===== config.mk =====
export PLATFORM = sky130hd
export DESIGN_NAME = clock_source_and_reset_sequencer
export DESIGN_NICKNAME = d
export VERILOG_FILES = /design/src/hdl/clk_rst_pkg.sv /design/src/hdl/clock_source_and_reset_sequencer.sv
export VERILOG_INCLUDE_DIRS = /design/src /design/src/hdl
export SDC_FILE = /design/constraint.sdc
export NUM_CORES = 1
export LEC_CHECK = 0
export BUFFER_PORTS_ARGS = -buffer_cell sky130_fd_sc_hd__buf_4
export CAP_MARGIN = 20
export CORE_UTILIZATION = 40
export DETAILED_ROUTE_END_ITERATION = 10
export SYNTH_ARGS = -nofsm -noshare
export SYNTH_HDL_FRONTEND = slang
export SYNTH_SLANG_ARGS = --single-unit

===== constraint.sdc =====
create_clock -name clk -period 2.1 [get_ports clk]
set_input_delay 0.105 -clock clk [delete_from_list [all_inputs] [get_ports clk]]
set_output_delay 0.105 -clock clk [all_outputs]
set_load 0.01 [all_outputs]

===== src/hdl/clk_rst_consts.svh =====
/*
 * Timing counts and strap bit positions for the clock source and reset sequencer.
 * Assumes inclusion by bare name from the design files.
 */
`ifndef CLK_RST_CONSTS_SVH
`define CLK_RST_CONSTS_SVH

`define CLK_PERIOD_NS 100
`define RC_WARMUP_CYCLES 1024
`define PIN_FILTER_NS 1000
`define PIN_FILTER_CYCLES ((`PIN_FILTER_NS + `CLK_PERIOD_NS - 1) / `CLK_PERIOD_NS)
`define RESET_HOLD_CYCLES 4096
`define EXT_FAIL_WINDOW 16
`define WDOG_TIMEOUT 65536
`define RESTORE_WORDS 16
`define BOOT_ADDRESS 16'h0000
`define STRAP_FAMILY_BIT 0
`define STRAP_KIND_BIT 1
`define STRAP_ADDR_LSB 2
`define STRAP_ADDR_MSB 3
`define HANDOVER_LAST 3

`endif


===== src/hdl/clk_rst_pkg.sv =====
/*
 * Types shared by the clock source and reset sequencer.
 * Assumes the constants header is compiled alongside.
 */
package clk_rst_pkg;

    typedef enum logic [1:0] {
        IF_SPI,
        IF_UART,
        IF_I2C
    } serial_if_e;

    typedef enum logic [2:0] {
        SEQ_RESET,
        SEQ_HOLD,
        SEQ_RESTORE,
        SEQ_RUN
    } seq_state_e;

endpackage : clk_rst_pkg


===== src/hdl/clock_source_and_reset_sequencer.sv =====
/*
 * Clock source selection and reset sequencing for the measurement processor.
 * Assumes clk is the always-running internal RC clock (10 MHz model rate), that the external
 * clock arrives as a plain sampled input, and that the selected clock is gated downstream
 * by the one-hot select outputs.
 */
// Behaviour
// - Run from RC clock first 1024 cycles.
// - Then switch to external clock when present.
// - Fall back to RC on external failure.
// - Report external failure in status bit.
// - Reset pin must stay low 1us.
// - Clock logic keeps running during pin reset.
// - Hold reset 4096 cycles after pin high.
// - Release reset, processor fetches address zero.
// - Supply good starts reset; brownout forces it.
// - Unrefreshed watchdog expiry forces full reset.
// - Sample straps at reset, one interface active.
// - Reload saved settings from flash after reset.
`timescale 1ns/10ps
`include "clk_rst_consts.svh"

module clock_source_and_reset_sequencer #(
    parameter int RESET_HOLD = `RESET_HOLD_CYCLES,
    parameter int WDOG_LIMIT = `WDOG_TIMEOUT,
    parameter int RESTORE_WORDS = `RESTORE_WORDS
) (
    input wire logic clk,
    input wire logic nrst,
    input wire logic supply_ok,
    input wire logic reset_pin_n,
    input wire logic ext_clk_in,
    input wire logic interface_family_strap,
    input wire logic serial_kind_strap,
    input wire logic address_strap_low,
    input wire logic address_strap_high,
    input wire logic wdog_refresh,
    output logic sel_rc_clk,
    output logic sel_ext_clk,
    output logic ext_osc_fail,
    output logic sys_reset_n,
    output logic [15:0] boot_address,
    output clk_rst_pkg::serial_if_e active_if,
    output logic [1:0] device_address,
    output logic restore_req,
    output logic [7:0] restore_index,
    output logic restore_busy
);

    if (RESET_HOLD < 1 || RESET_HOLD > 65535 || WDOG_LIMIT < 2 || WDOG_LIMIT > 65535 + 1 ||
        RESTORE_WORDS < 1 || RESTORE_WORDS > 256)
    begin : g_param_check
        $error("clock_source_and_reset_sequencer: parameter out of range");
    end

    // ****************************************************************
    // State
    // ****************************************************************
    typedef struct packed {
        logic [1:0] supply_sync;
        logic [1:0] pin_sync;
        logic [1:0] ext_sync;
        logic [3:0] strap_sync0;
        logic [3:0] strap_sync1;
        logic ext_prev;
        logic [3:0] filt_cnt;
        logic [10:0] warm_cnt;
        logic warm_done;
        logic [4:0] miss_cnt;
        logic fail;
        logic use_ext;
        logic sel_rc;
        logic sel_ext;
        logic [1:0] handover;
        clk_rst_pkg::seq_state_e state;
        logic [15:0] hold_cnt;
        logic [16:0] wdog_cnt;
        logic [7:0] rest_cnt;
        logic [3:0] straps;
        logic sys_rst_n;
    } state_s;

    state_s st_r;
    state_s st_nxt;
    logic pin_reset;
    logic ext_edge;

    always_comb
    begin
        st_nxt = st_r;
        pin_reset = 1'b0;
        ext_edge = 1'b0;

        // ****************************************************************
        // Input synchronisers
        // ****************************************************************
        st_nxt.supply_sync = {st_r.supply_sync[0], supply_ok};
        st_nxt.pin_sync = {st_r.pin_sync[0], reset_pin_n};
        st_nxt.ext_sync = {st_r.ext_sync[0], ext_clk_in};
        st_nxt.ext_prev = st_r.ext_sync[1];
        st_nxt.strap_sync0 = {address_strap_high, address_strap_low,
                              serial_kind_strap, interface_family_strap};
        st_nxt.strap_sync1 = st_r.strap_sync0;

        // ****************************************************************
        // Reset pin filter
        // ****************************************************************
        if (st_r.pin_sync[1])
            st_nxt.filt_cnt = '0;
        else if (st_r.filt_cnt < 4'(`PIN_FILTER_CYCLES))
            st_nxt.filt_cnt = st_r.filt_cnt + 4'h1;
        pin_reset = (st_r.filt_cnt >= 4'(`PIN_FILTER_CYCLES));

        // ****************************************************************
        // Clock source management, never held by the pin reset
        // ****************************************************************
        if (!st_r.warm_done)
        begin
            st_nxt.warm_cnt = st_r.warm_cnt + 11'h1;
            if (st_r.warm_cnt == 11'(`RC_WARMUP_CYCLES - 1))
                st_nxt.warm_done = 1'b1;
        end
        ext_edge = st_r.ext_sync[1] ^ st_r.ext_prev;
        if (ext_edge)
            st_nxt.miss_cnt = '0;
        else if (st_r.miss_cnt < 5'(`EXT_FAIL_WINDOW))
            st_nxt.miss_cnt = st_r.miss_cnt + 5'h1;
        st_nxt.fail = (st_r.miss_cnt >= 5'(`EXT_FAIL_WINDOW));
        st_nxt.use_ext = st_r.warm_done && !st_r.fail;
        // Break-before-make: drop the old select, wait, then raise the new one.
        if (st_r.use_ext != st_r.sel_ext || st_r.use_ext == st_r.sel_rc)
        begin
            st_nxt.sel_rc = 1'b0;
            st_nxt.sel_ext = 1'b0;
            st_nxt.handover = st_r.handover + 2'h1;
            if (st_r.handover == 2'(`HANDOVER_LAST))
            begin
                st_nxt.sel_ext = st_r.use_ext;
                st_nxt.sel_rc = !st_r.use_ext;
                st_nxt.handover = '0;
            end
        end

        // ****************************************************************
        // Reset sequence
        // ****************************************************************
        if (!st_r.supply_sync[1] || pin_reset || st_r.wdog_cnt == 17'(WDOG_LIMIT))
        begin
            st_nxt.state = clk_rst_pkg::SEQ_RESET;
            st_nxt.hold_cnt = '0;
            st_nxt.sys_rst_n = 1'b0;
            st_nxt.wdog_cnt = '0;
        end
        else
        begin
            case (st_r.state)
                clk_rst_pkg::SEQ_RESET:
                    if (st_r.pin_sync[1])
                        st_nxt.state = clk_rst_pkg::SEQ_HOLD;
                clk_rst_pkg::SEQ_HOLD:
                begin
                    st_nxt.hold_cnt = st_r.hold_cnt + 16'h1;
                    if (st_r.hold_cnt == 16'(RESET_HOLD - 1))
                    begin
                        st_nxt.straps = st_r.strap_sync1;
                        st_nxt.rest_cnt = '0;
                        st_nxt.state = clk_rst_pkg::SEQ_RESTORE;
                    end
                end
                clk_rst_pkg::SEQ_RESTORE:
                begin
                    st_nxt.rest_cnt = st_r.rest_cnt + 8'h1;
                    if (st_r.rest_cnt == 8'(RESTORE_WORDS - 1))
                    begin
                        st_nxt.state = clk_rst_pkg::SEQ_RUN;
                        st_nxt.sys_rst_n = 1'b1;
                    end
                end
                clk_rst_pkg::SEQ_RUN:
                    if (wdog_refresh)
                        st_nxt.wdog_cnt = '0;
                    else
                        st_nxt.wdog_cnt = st_r.wdog_cnt + 17'h1;
                default:
                    st_nxt.state = clk_rst_pkg::SEQ_RESET;
            endcase
        end
    end

    always_ff @(posedge clk or negedge nrst)
    begin
        if (!nrst)
        begin
            st_r <= '0;
            // The pin idles high, so its synchroniser starts high to avoid a false low.
            st_r.pin_sync <= '1;
            st_r.sel_rc <= 1'b1;
            st_r.state <= clk_rst_pkg::SEQ_RESET;
        end
        else
            st_r <= st_nxt;
    end

    // ****************************************************************
    // Outputs
    // ****************************************************************
    assign sel_rc_clk = st_r.sel_rc;
    assign sel_ext_clk = st_r.sel_ext;
    assign ext_osc_fail = st_r.fail;
    assign sys_reset_n = st_r.sys_rst_n;
    assign boot_address = `BOOT_ADDRESS;
    assign device_address = st_r.straps[`STRAP_ADDR_MSB:`STRAP_ADDR_LSB];
    assign restore_req = (st_r.state == clk_rst_pkg::SEQ_RESTORE);
    assign restore_busy = restore_req;
    assign restore_index = st_r.rest_cnt;

    always_comb
    begin
        if (!st_r.straps[`STRAP_FAMILY_BIT])
            active_if = clk_rst_pkg::IF_SPI;
        else if (st_r.straps[`STRAP_KIND_BIT])
            active_if = clk_rst_pkg::IF_I2C;
        else
            active_if = clk_rst_pkg::IF_UART;
    end

endmodule : clock_source_and_reset_sequencer


==> reports/summary.txt, run 1 <==
status = complete, no violations
Routability Congestion = 0.767
I/O pin total = 44
Total Nets Final = 523
fraction of layout cells with a size suffix above 1 = 18.3%
Final Setup Violations = 0
area leader, netlist = dfrtp_1
Initial Util = 41.0%
H-Tree Depth = 3
initial drt markers = 146
synthesis-stage register bit count = 90
diode count = 0
grt ovf = 0
Clock Sinks = 90
R2R Path Start = st_r[47]
Area contributors post-synth = dfrtp_1 (49%), buf_4 (4.6%), nor2_1 (4.6%), ha_1 (3.9%), o21ai_0 (3.3%)
Antenna Nets Post-Route = 0
die height = 107 um
hold path cells = 3
leading cell types by count after synthesis = dfrtp_1 (87), nor2_1 (54), nand2_1 (33), o21ai_0 (29), buf_4 (27)
WHS Endpoint = st_r[14]
final WL = 8.32 mm
Synth async-reset ratio = 100%
CTS Buf Count = 9
initial antenna violation count = 0
cell area power density = 765 mW/mm^2
hold path startpoint = wdog_refresh
Root Buffer = clkbuf_8
setup TNS = 0 ps
count leader, synth = dfrtp_1
Distinct cells, synth = 53
Synth top area share = 49.0%
Routed WL per cell = 12.9 um
number of fill cells = 1006
number of synthesized flops with an enable pin = 0
Max FO, Critical Path = 4
fin area = 0.00520 mm^2
post-synthesis cell area = 0.00444 mm^2
Req. time, crit path = 2350 ps
port bufs = 27
worst hold path class = input pin to flip-flop
core area = 0.0108 mm^2
Max clock buf depth = 2
largest net degree at the start of global routing = 39
Tcrit/Tclk final = 93.8%
Reg-to-Reg End = st_r[47]
Remaining DRCs = 0
Fin. Hold Viols = 0
first-pass GRT wire length = 14.4 mm
total die area = 0.0115 mm^2
Critical Path Start Type = flip-flop
post-placement cell area = 0.00484 mm^2
worst skew pair latency = 360 ps
Worst R2R Path Depth = 8
die width = 107 um
gr usage total = 15.8%
sequential element share of the synthesized area = 50.8%
Synth Area per Inst = 9.96 um^2
smallest setup slack after layout = 130 ps
Post-synth top flop = dfrtp_1
Std-Cell Rows = 38
post-DP HPWL = 5.72 mm
flop2flop setup slack = 130 ps
CP Class = flip-flop to flip-flop
MaxCap Viol Count = 0
via count = 3317
router iterations before antenna repair = 4
pre-CTS setup slack = 35.5 ps
Lkg Pwr = 2.34 nW
vias per cell = 5.15
P&R area growth vs syn = 17.2%
clock skew = 10.4 ps
VDD IR max = 0.000437 V
synth warn = 0
vias in the first global route = 3123
Synth Instances = 446
fin. max-slew vios = 0
endpoint class of the critical path = flip-flop
CTS tree = yes
clk slew on worst S/H paths = 80 ps
critical path arrival = 2220 ps
min cycle time layout = 1970 ps
fmax = 508 MHz
-- cell usage in the layout, fill, tap and decap left out, types with 4 or more instances in the layout --
cell,instances
a31oi_1,7
nand4_1,12
nand3_1,16
mux2_2,6
and3_1,6
dlygate4sd3_1,8
nor2b_1,5
xor2_1,16
nor4_1,6
and2_1,5
clkbuf_8,10
ha_1,12
nand2b_1,4
conb_1,16
or3_1,5
a21oi_1,22
nand2_1,33
xnor2_1,11
inv_1,15
nor2_1,54
dfrtp_1,87
o21ai_0,26
o31ai_1,6
nor3_1,7
buf_4,57
-- metrics by stage --
stage / total power (W) / hold slack, ps / cells / util, %
finish: 0.00398 / 167 / 644 / 48.0
global route: 0.00420 / 191 / 644 / 48.0
CTS: 0.00398 / 153 / 641 / 47.5
detailed placement: 0.00263 / 62.3 / 615 / 44.6
global placement: 0.00261 / 64.4 / 615 / 44.6
floorplan: 0.00240 / -191 / 461 / -
-- timing repair --
action / CTS / global route
setup endpoints to repair: 1 / 14
resized for setup: 0 / 10
hold endpoints to repair: 35 / 0
gates cloned: 0 / 0
pin swaps: 1 / 5
hold buffers: 8 / 0
setup buffers: 2 / 3
-- state kept, by name (all words and copies together), names as in the netlist --
name / cells
device_address: 2
ext_osc_fail: 1
restore_index: 8
sel_ext_clk: 1
sel_rc_clk: 1
st_nxt: 8
st_r: 68
sys_reset_n: 1
-- worst max-delay path, cell delays in order, from the launching register on --
cell and delay (ps):
dfrtp_1 420, inv_2 100, ha_4 150, and4_4 220, nand2_1 80, o41ai_4 450, buf_4 180, a211oi_1 50
a41o_1 210
-- final cells by class --
| class | instances | area [um^2] | share of cell area, % |
|---|---|---|---|
| inverters | 17 | 63.8 | 1.23 |
| clock buffers | 12 | 145 | 2.79 |
| flip-flops and latches | 90 | 2260 | 43.4 |
| multi-input cells | 315 | 1960 | 37.7 |
| well taps | 140 | 175 | 3.37 |
| clock inverters | 4 | 76.3 | 1.47 |
| repair buffers | 66 | 528 | 10.1 |
-- power breakdown --
| group | switching [W] | leakage, nW | total, W | internal (W) |
|---|---|---|---|---|
| clock | 0.000595 | 0.107 | 0.00130 | 0.000708 |
| sequential | 0.0000850 | 1.19 | 0.00190 | 0.00182 |
| combinational | 0.000402 | 1.04 | 0.000775 | 0.000373 |
| total | 0.00108 | 2.34 | 0.00398 | 0.00290 |
-- how the worst max path moves through the flow --
| stage | start | to |
|---|---|---|
| finish | st_r[47] | st_r[47] |
| global route | st_r[47] | restore_index[7] |
| CTS | st_r[72] | device_address[1] |
| detailed placement | st_r[47] | restore_index[6] |
| global placement | st_r[72] | st_r[1] |
| floorplan | st_r[47] | restore_index[6] |
-- logic make-up (layout without fill, tap and decap cells) --
family                   count (synthesis)  count (layout)  synth area share (%)
AND/OR/NAND/NOR                        170             170                  19.5
XOR/XNOR                                27              27                  5.32
AO/OA/AOI/OAI                           80              80                  11.3
other                                    1              16                0.0844
flip-flops                              90              90                  50.8
adder cells (fa/ha/maj)                 14              14                  3.94
buffers and inverters                   56              99                  7.13
multiplexers                             8               8                  1.97
-- per-layer routing --
layer / vias to the layer above / part of all wire [%] / track usage, %
met3: 9 / 3.6 / 4.24
li1: 1611 / - / -
met1: 1629 / 47 / 20.7
met2: 68 / 48 / 25.5
met5: - / 0 / 0
met4: 0 / 1.3 / 4.99
(Power assumes the default switching activity.)
==> run 2: changes to the inputs <==
--- a/config.mk
+++ b/config.mk
@@ -6,10 +6,12 @@
 export SDC_FILE = /design/constraint.sdc
 export NUM_CORES = 1
 export LEC_CHECK = 0
+export ABC_AREA = 1
 export BUFFER_PORTS_ARGS = -buffer_cell sky130_fd_sc_hd__buf_4
 export CAP_MARGIN = 20
 export CORE_UTILIZATION = 40
 export DETAILED_ROUTE_END_ITERATION = 10
+export SKIP_CTS_REPAIR_TIMING = 1
 export SYNTH_ARGS = -nofsm -noshare
 export SYNTH_HDL_FRONTEND = slang
 export SYNTH_SLANG_ARGS = --single-unit
==> run 2 against run 1 <==
The run now ends with design-rule violations left. Routed wire length increased by 7.8%. Non-clock buffer count decreased by 27. Clock power increased by 25%. Clock skew decreased by 3.5 ps. Sequential share of layout area decreased by 1.7 points. Critical endpoint is now st_r[45]. Largest power group unchanged.
==> reports/summary.txt, run 2 <==
Area contributors post-synth = dfrtp_1 (45%), nand2_1 (12%), nor2_1 (6.0%), inv_1 (5.4%), buf_4 (4.5%)
initial antenna violation count = 0 (unchanged)
slowest cell on the critical path = dfrtp_1
port bufs = 27 (unchanged)
vias in the first global route = 3545 (+14%)
critical path arrival = 2070 ps (-150 ps)
H-Tree Depth = 3 (unchanged)
smallest setup slack after layout = 308 ps (+178 ps)
Routability Congestion = 0.830 (+8.3%)
total die area = 0.0125 mm^2 (+8.7%)
dpl cells = 748 (+22%)
Max FO, Critical Path = 6 (+2)
final core occ = 46.6% (-1.4 points)
worst skew pair latency = 340 ps (-20 ps)
Synth async-reset ratio = 100% (unchanged)
grt ovf = 0 (unchanged)
synthesis-stage register bit count = 90 (unchanged)
combinational group share of total power = 12.8% (-6.7 points)
commonest cells after routing, fill and taps aside = nand2_1 (151), dfrtp_1 (87), nor2_1 (77), inv_1 (69), nand3_1 (40)
first-pass GRT wire length = 15.9 mm (+10%)
post-synthesis cell area = 0.00484 mm^2 (+8.9%)
VDD IR max = 0.000434 V (-0.70%)
fmax = 558 MHz (+10%)
Final Setup Violations = 0 (unchanged)
via count = 3701 (+12%)
vias per cell = 4.79 (-6.9%)
Max clock buf depth = 2 (unchanged)
Synth Area per Inst = 8.11 um^2 (-19%)
Req. time, crit path = 2370 ps (+20 ps)
Critical Path Start Type = flip-flop
Routed WL per cell = 11.6 um (-10%)
Remaining DRCs = 4 (+4)
setup TNS = 0 ps (unchanged)
sw power = 0.00106 W (-2.1%)
leading cell types by count after synthesis = nand2_1 (151), dfrtp_1 (87), nor2_1 (77), inv_1 (69), nand3_1 (40)
synth warn = 0 (unchanged)
register share of total power = 46.3% (-1.5 points)
clock skew = 6.86 ps (-3.52 ps)
CP top delay family = simple AND/OR/NAND/NOR gates
largest net degree at the start of global routing = 40 (+2.6%)
die width = 112 um (+4.3%)
RSZ-0062 raised after global routing = false
Clock Power Share = 40.9% (+8.2 points)
commonest non-fill, non-tap cell in the layout = nand2_1
Root Buffer = clkbuf_16
Fin. Hold Viols = 0 (unchanged)
core area = 0.0116 mm^2 (+7.1%)
switching share of total power = 26.6% (-0.61 points)
Worst-Margin Slew = 530 ps
die height = 112 um (+4.3%)
CP peak stage delay = 420 ps (-30 ps)
register bank with the most flops = st_r
clk slew on worst S/H paths = 60 ps (-20 ps)
fin. max-slew vios = 0 (unchanged)
CP Cell Sequence = inv_1 -> ha_1 -> nand2_1 -> nor2_1 -> nand3_1 -> nor2_2 -> nand3_1 -> nand2_1 -> inv_1 -> nor2_1
diode count = 0 (unchanged)
Distinct cells, synth = 38 (-28%)
I/O pin total = 44 (unchanged)
CTS Buf Count = 9 (unchanged)
CTS tree = yes
CP Class = flip-flop to flip-flop
worst hold path class = input pin to flip-flop
Int Power = 0.00293 W (+0.93%)
fin cells = 772 (+20%)
final WL = 8.97 mm (+7.8%)
cell area power density = 736 mW/mm^2 (-3.8%)
Post-synth top flop = dfrtp_1
Clock Sinks = 90 (unchanged)
endpoint class of the critical path = flip-flop
Std-Cell Rows = 39 (+2.6%)
Antenna Nets Post-Route = 0 (unchanged)
post-DP HPWL = 6.59 mm (+15%)
sequential element share of the synthesized area = 46.6% (-4.1 points)
initial drt markers = 155 (+6.2%)
area leader, netlist = dfrtp_1
router iterations before antenna repair = 9 (+5)
Lkg Pwr = 2.67 nW (+14%)
Synth Instances = 596 (+34%)
failing checks = design-rule violations
pre-CTS setup slack = 319 ps (+284 ps)
min cycle time layout = 1790 ps (-178 ps)
Total Nets Final = 648 (+24%)
fraction of layout cells with a size suffix above 1 = 11.6% (-6.6 points)
max reg flops = 68 (unchanged)
count leader, synth = nand2_1
MaxCap Viol Count = 0 (unchanged)
number of synthesized flops with an enable pin = 0 (unchanged)
gr usage total = 15.7% (-0.12 points)
status = complete, but fails checks
Synth top area share = 45.0% (-4.0 points)
Initial Util = 41.6% (+0.67 points)
Overall Power = 0.00398 W (about the same)
Tcrit/Tclk final = 85.3% (-8.5 points)
P&R area growth vs syn = 12.0%
Buf+Inv Stages, Crit Path = 2 (unchanged)
Slew HR = 64.7%
[run 2: path summary, 6_finish.rpt]
path                       depth (start not counted)  slack [ps]    startpoint               end
hold reg to reg                                    0         340    st_nxt[78]          st_r[78]
min in group asynchronous                          2         290          nrst  restore_index[1]
max in group asynchronous                          3        1130          nrst          st_r[88]
hold / removal                                     6         180  wdog_refresh          st_r[15]
setup reg to reg                                  10         310      st_r[47]          st_r[45]
setup / recovery                                  10         310      st_r[47]          st_r[45]
[run 2: cell type report]
| class | count | area (um^2) |
|---|---|---|
| clock buffers | 11 | 243 |
| clock inverters | 5 | 61.3 |
| fillers | 1128 | 6200 |
| inverters | 72 | 270 |
| multi-input cells | 412 | 2080 |
| flip-flops and latches | 90 | 2260 |
| well taps | 143 | 179 |
| repair buffers | 39 | 325 |
[run 2: power groups by stage]
stage | clock, W | combinational, W | sequential, W
after floorplan | 0 | 0.000390 | 0.00186
after global placement | 0 | 0.000488 | 0.00187
after detailed placement | 0 | 0.000502 | 0.00188
after CTS | 0.00169 | 0.000504 | 0.00184
after global routing | 0.00175 | 0.000575 | 0.00185
final | 0.00163 | 0.000509 | 0.00185
[run 2: layer usage]
metal / global-route usage, % / vias to the layer above / routed length [um]
met1: 19.2 / 1753 / 4210
met5: 0 / - / 0
met4: 4.80 / 0 / 99
met2: 27.0 / 49 / 4390
met3: 4.30 / 8 / 272
li1: - / 1891 / -
[run 2: metrics by stage]
step           cell area (um^2)  hold slack (ps)
2_1_floorplan              4890             -191
3_3_place_gp               5030              119
3_5_place_dp               5030              124
4_1_cts                    5330             -244
5_1_grt                    5410              227
6_report                   5410              180
[run 2: cell families (layout without fill, tap and decap cells)]
kind of cell / count (synthesis) / after routing / share of synthesized area [%]
AO/OA/AOI/OAI: 48 / 48 / 5.90
XOR/XNOR: 15 / 15 / 2.72
adder cells (fa/ha/maj): 14 / 14 / 3.62
buffers and inverters: 109 / 127 / 11.5
flip-flops: 90 / 90 / 46.6
multiplexers: 1 / 1 / 0.233
other: 1 / 16 / 0.0775
AND/OR/NAND/NOR: 318 / 318 / 29.3
[run 2: worst register-to-register path: stages, from the launching register on]
cell and delay [ps]:
dfrtp_1 420, inv_1 100, ha_1 280, nand2_1 100, nor2_1 190, nand3_1 150
nor2_2 200, nand3_1 110, nand2_1 70, inv_1 40, nor2_1 80
==> run 3: changes to the inputs <==
--- a/config.mk
+++ b/config.mk
@@ -9,7 +9,9 @@
 export ABC_AREA = 1
 export BUFFER_PORTS_ARGS = -buffer_cell sky130_fd_sc_hd__buf_4
 export CAP_MARGIN = 20
+export CORE_ASPECT_RATIO = 0.9
 export CORE_UTILIZATION = 40
+export CTS_CLUSTER_SIZE = 12
 export DETAILED_ROUTE_END_ITERATION = 10
 export SKIP_CTS_REPAIR_TIMING = 1
 export SYNTH_ARGS = -nofsm -noshare
==> run 3 against run 2 <==
The run now ends clean. Flip-flop and latch count stayed put. Sequential power hardly changed. Count of clock-buffer cells in the layout is 2 lower. Critical endpoint is now st_r[25]. Die area stayed put. Design area is 0.39% higher.
==> reports/summary.txt, run 3 (synthesis gave the netlist of run 2 again) <==
status = complete, no violations
CTS Buf Count = 9 (unchanged)
die height = 106 um (-5.0%)
Final Setup Violations = 0 (unchanged)
register bank with the most flops = st_r
CP Class = flip-flop to flip-flop
GR Layer Usage met1 = 21.1% (+1.9 points)
clock skew = 5.01 ps (-1.85 ps)
Max clock buf depth = 2 (unchanged)
initial drt markers = 173 (+12%)
core area = 0.0116 mm^2 (about the same)
final WL = 9.02 mm (+0.51%)
max reg flops = 68 (unchanged)
Max FO, Critical Path = 11 (+5)
P&R area growth vs syn = 12.4%
H-Tree Depth = 3 (unchanged)
vias in the first global route = 3552 (+0.20%)
gr usage total = 16.2% (+0.48 points)
cell area power density = 730 mW/mm^2 (-0.84%)
dpl cells = 762 (+1.9%)
commonest cells after routing, fill and taps aside = nand2_1 (151), dfrtp_1 (87), nor2_1 (77), inv_1 (69), nand3_1 (40)
VDD IR max = 0.000508 V (+17%)
Clock Sinks = 90 (unchanged)
Crit path top cell by count = nand2_1
Most Crowded Layer GR = met2
endpoint class of the critical path = flip-flop
I/O pin total = 44 (unchanged)
fmax = 556 MHz (-0.32%)
fin. max-slew vios = 0 (unchanged)
post-DP HPWL = 6.50 mm (-1.3%)
CP peak stage delay = 390 ps (-30 ps)
commonest non-fill, non-tap cell in the layout = nand2_1
Routed WL per cell = 11.5 um (-1.3%)
Antenna Nets Post-Route = 0 (unchanged)
worst skew pair latency = 340 ps (about the same)
worst hold path class = input pin to flip-flop
total die area = 0.0125 mm^2 (unchanged)
port bufs = 27 (unchanged)
CP top delay family = simple AND/OR/NAND/NOR gates
min cycle time layout = 1800 ps (+5.76 ps)
number of fill cells = 1125 (-0.27%)
first-pass GRT wire length = 16.3 mm (+2.6%)
Lkg Pwr = 2.67 nW (+0.15%)
MaxCap Viol Count = 0 (unchanged)
combinational group share of total power = 12.7% (about the same)
switching share of total power = 29.2% (+2.6 points)
Int Power = 0.00281 W (-4.0%)
diode count = 0 (unchanged)
Initial Util = 41.6% (about the same)
sw power = 0.00116 W (+9.4%)
Remaining DRCs = 0 (-4)
largest net degree at the start of global routing = 38 (-5.0%)
via count = 3688 (-0.35%)
Routability Congestion = 0.871 (+4.9%)
initial antenna violation count = 0 (unchanged)
Fin. Hold Viols = 0 (unchanged)
post-placement cell area = 0.00505 mm^2 (+0.47%)
Total Nets Final = 649 (+0.15%)
Root Buffer = clkbuf_16
grt met3 use = 4.51% (+0.21 points)
setup TNS = 0 ps (unchanged)
critical path arrival = 2080 ps (about the same)
router iterations before antenna repair = 4 (-5)
fraction of layout cells with a size suffix above 1 = 11.9% (+0.30 points)
slowest cell on the critical path = dfrtp_1
Clock Power Share = 40.8% (about the same)
met2 Track Usage GR = 26.4% (-0.65 points)
vias per cell = 4.69 (-2.1%)
CP Cell Sequence = inv_1 -> ha_1 -> inv_1 -> nand2_1 -> nand2_1 -> nand2_1 -> inv_2 -> nand3_1 -> nor2_1 -> nand2_1 -> nand2_1
clk slew on worst S/H paths = 70 ps (about the same)
area taken by multi-input logic gates = 0.00208 mm^2 (unchanged)
Seq. cell area = 0.00226 mm^2 (unchanged)
CTS tree = yes
Std-Cell Rows = 37 (-5.1%)
Req. time, crit path = 2380 ps (about the same)
die width = 118 um (+5.3%)
register share of total power = 46.5% (+0.2 points)
Buf+Inv Stages, Crit Path = 3 (+1)
Critical Path Start Type = flip-flop
fin cells = 786 (+1.8%)
Tcrit/Tclk final = 85.6% (+0.27 points)
Overall Power = 0.00397 W (-0.45%)
fin area = 0.00544 mm^2 (+0.39%)
RSZ-0062 raised after global routing = false
grt ovf = 0 (unchanged)
## run 3: cell count changes in the layout (fill, tap and decap cells not counted)
cell / before / now
buf_4: 30 / 31
clkinv_2: 1 / 0
clkinv_8: 0 / 1
inv_8: 0 / 3
clkbuf_1: 1 / 0
clkbuf_8: 1 / 0
bufinv_16: 1 / 0
## run 3: per-stage QoR
stage	setup slack (ps)	utilization, %	hold slack [ps]
2_1_floorplan	577	-	-191
3_3_place_gp	345	43.5	94.6
3_5_place_dp	272	43.5	94.8
4_1_cts	258	46.1	-282
5_1_grt	62.3	46.8	213
6_report	303	46.8	178
## run 3: power by group through the flow
stage               Sequential, W  Clock (W)  Combinational (W)
CTS                       0.00184    0.00168           0.000500
finish                    0.00184    0.00162           0.000504
global route              0.00185    0.00175           0.000578
detailed placement        0.00188          0           0.000499
global placement          0.00187          0           0.000487
floorplan                 0.00186          0           0.000390
## run 3: path summary, 6_finish.rpt
kind                              start  endpoint  slack [ps]  cells after the start
hold / removal             wdog_refresh  st_r[15]         180                      6
min in group asynchronous          nrst  st_r[35]         260                      2
setup / recovery               st_r[72]  st_r[25]         300                     11
hold reg to reg              st_nxt[80]  st_r[80]         350                      0
max in group asynchronous          nrst  st_r[19]        1190                      3
setup reg to reg               st_r[72]  st_r[25]         300                     11
## run 3: per-layer routing
| metal | routed length [um] | vias to the layer above | part of all wire, % |
|---|---|---|---|
| met4 | 79 | 0 | 0.88 |
| met3 | 401 | 7 | 4.4 |
| met2 | 4120 | 70 | 46 |
| met1 | 4420 | 1720 | 49 |
| li1 | - | 1891 | - |
| met5 | 0 | - | 0 |
## run 3: worst reg2reg max path: stages, from the launching register on
cell     delay (ps)
dfrtp_1         390
inv_1            70
ha_1            190
inv_1            50
nand2_1          40
nand2_1          50
nand2_1         110
inv_2           130
nand3_1         370
nor2_1          210
nand2_1          70
nand2_1          50
## run 3: cell type report
type | instances | share of cell area (%)
Clock inverter | 7 | 1.40
Clock buffer | 9 | 4.14
Inverter | 72 | 4.97
Tap cell | 156 | 3.59
Timing Repair Buffer | 40 | 6.12
Multi-Input combinational cell | 412 | 38.3
Sequential cell | 90 | 41.5
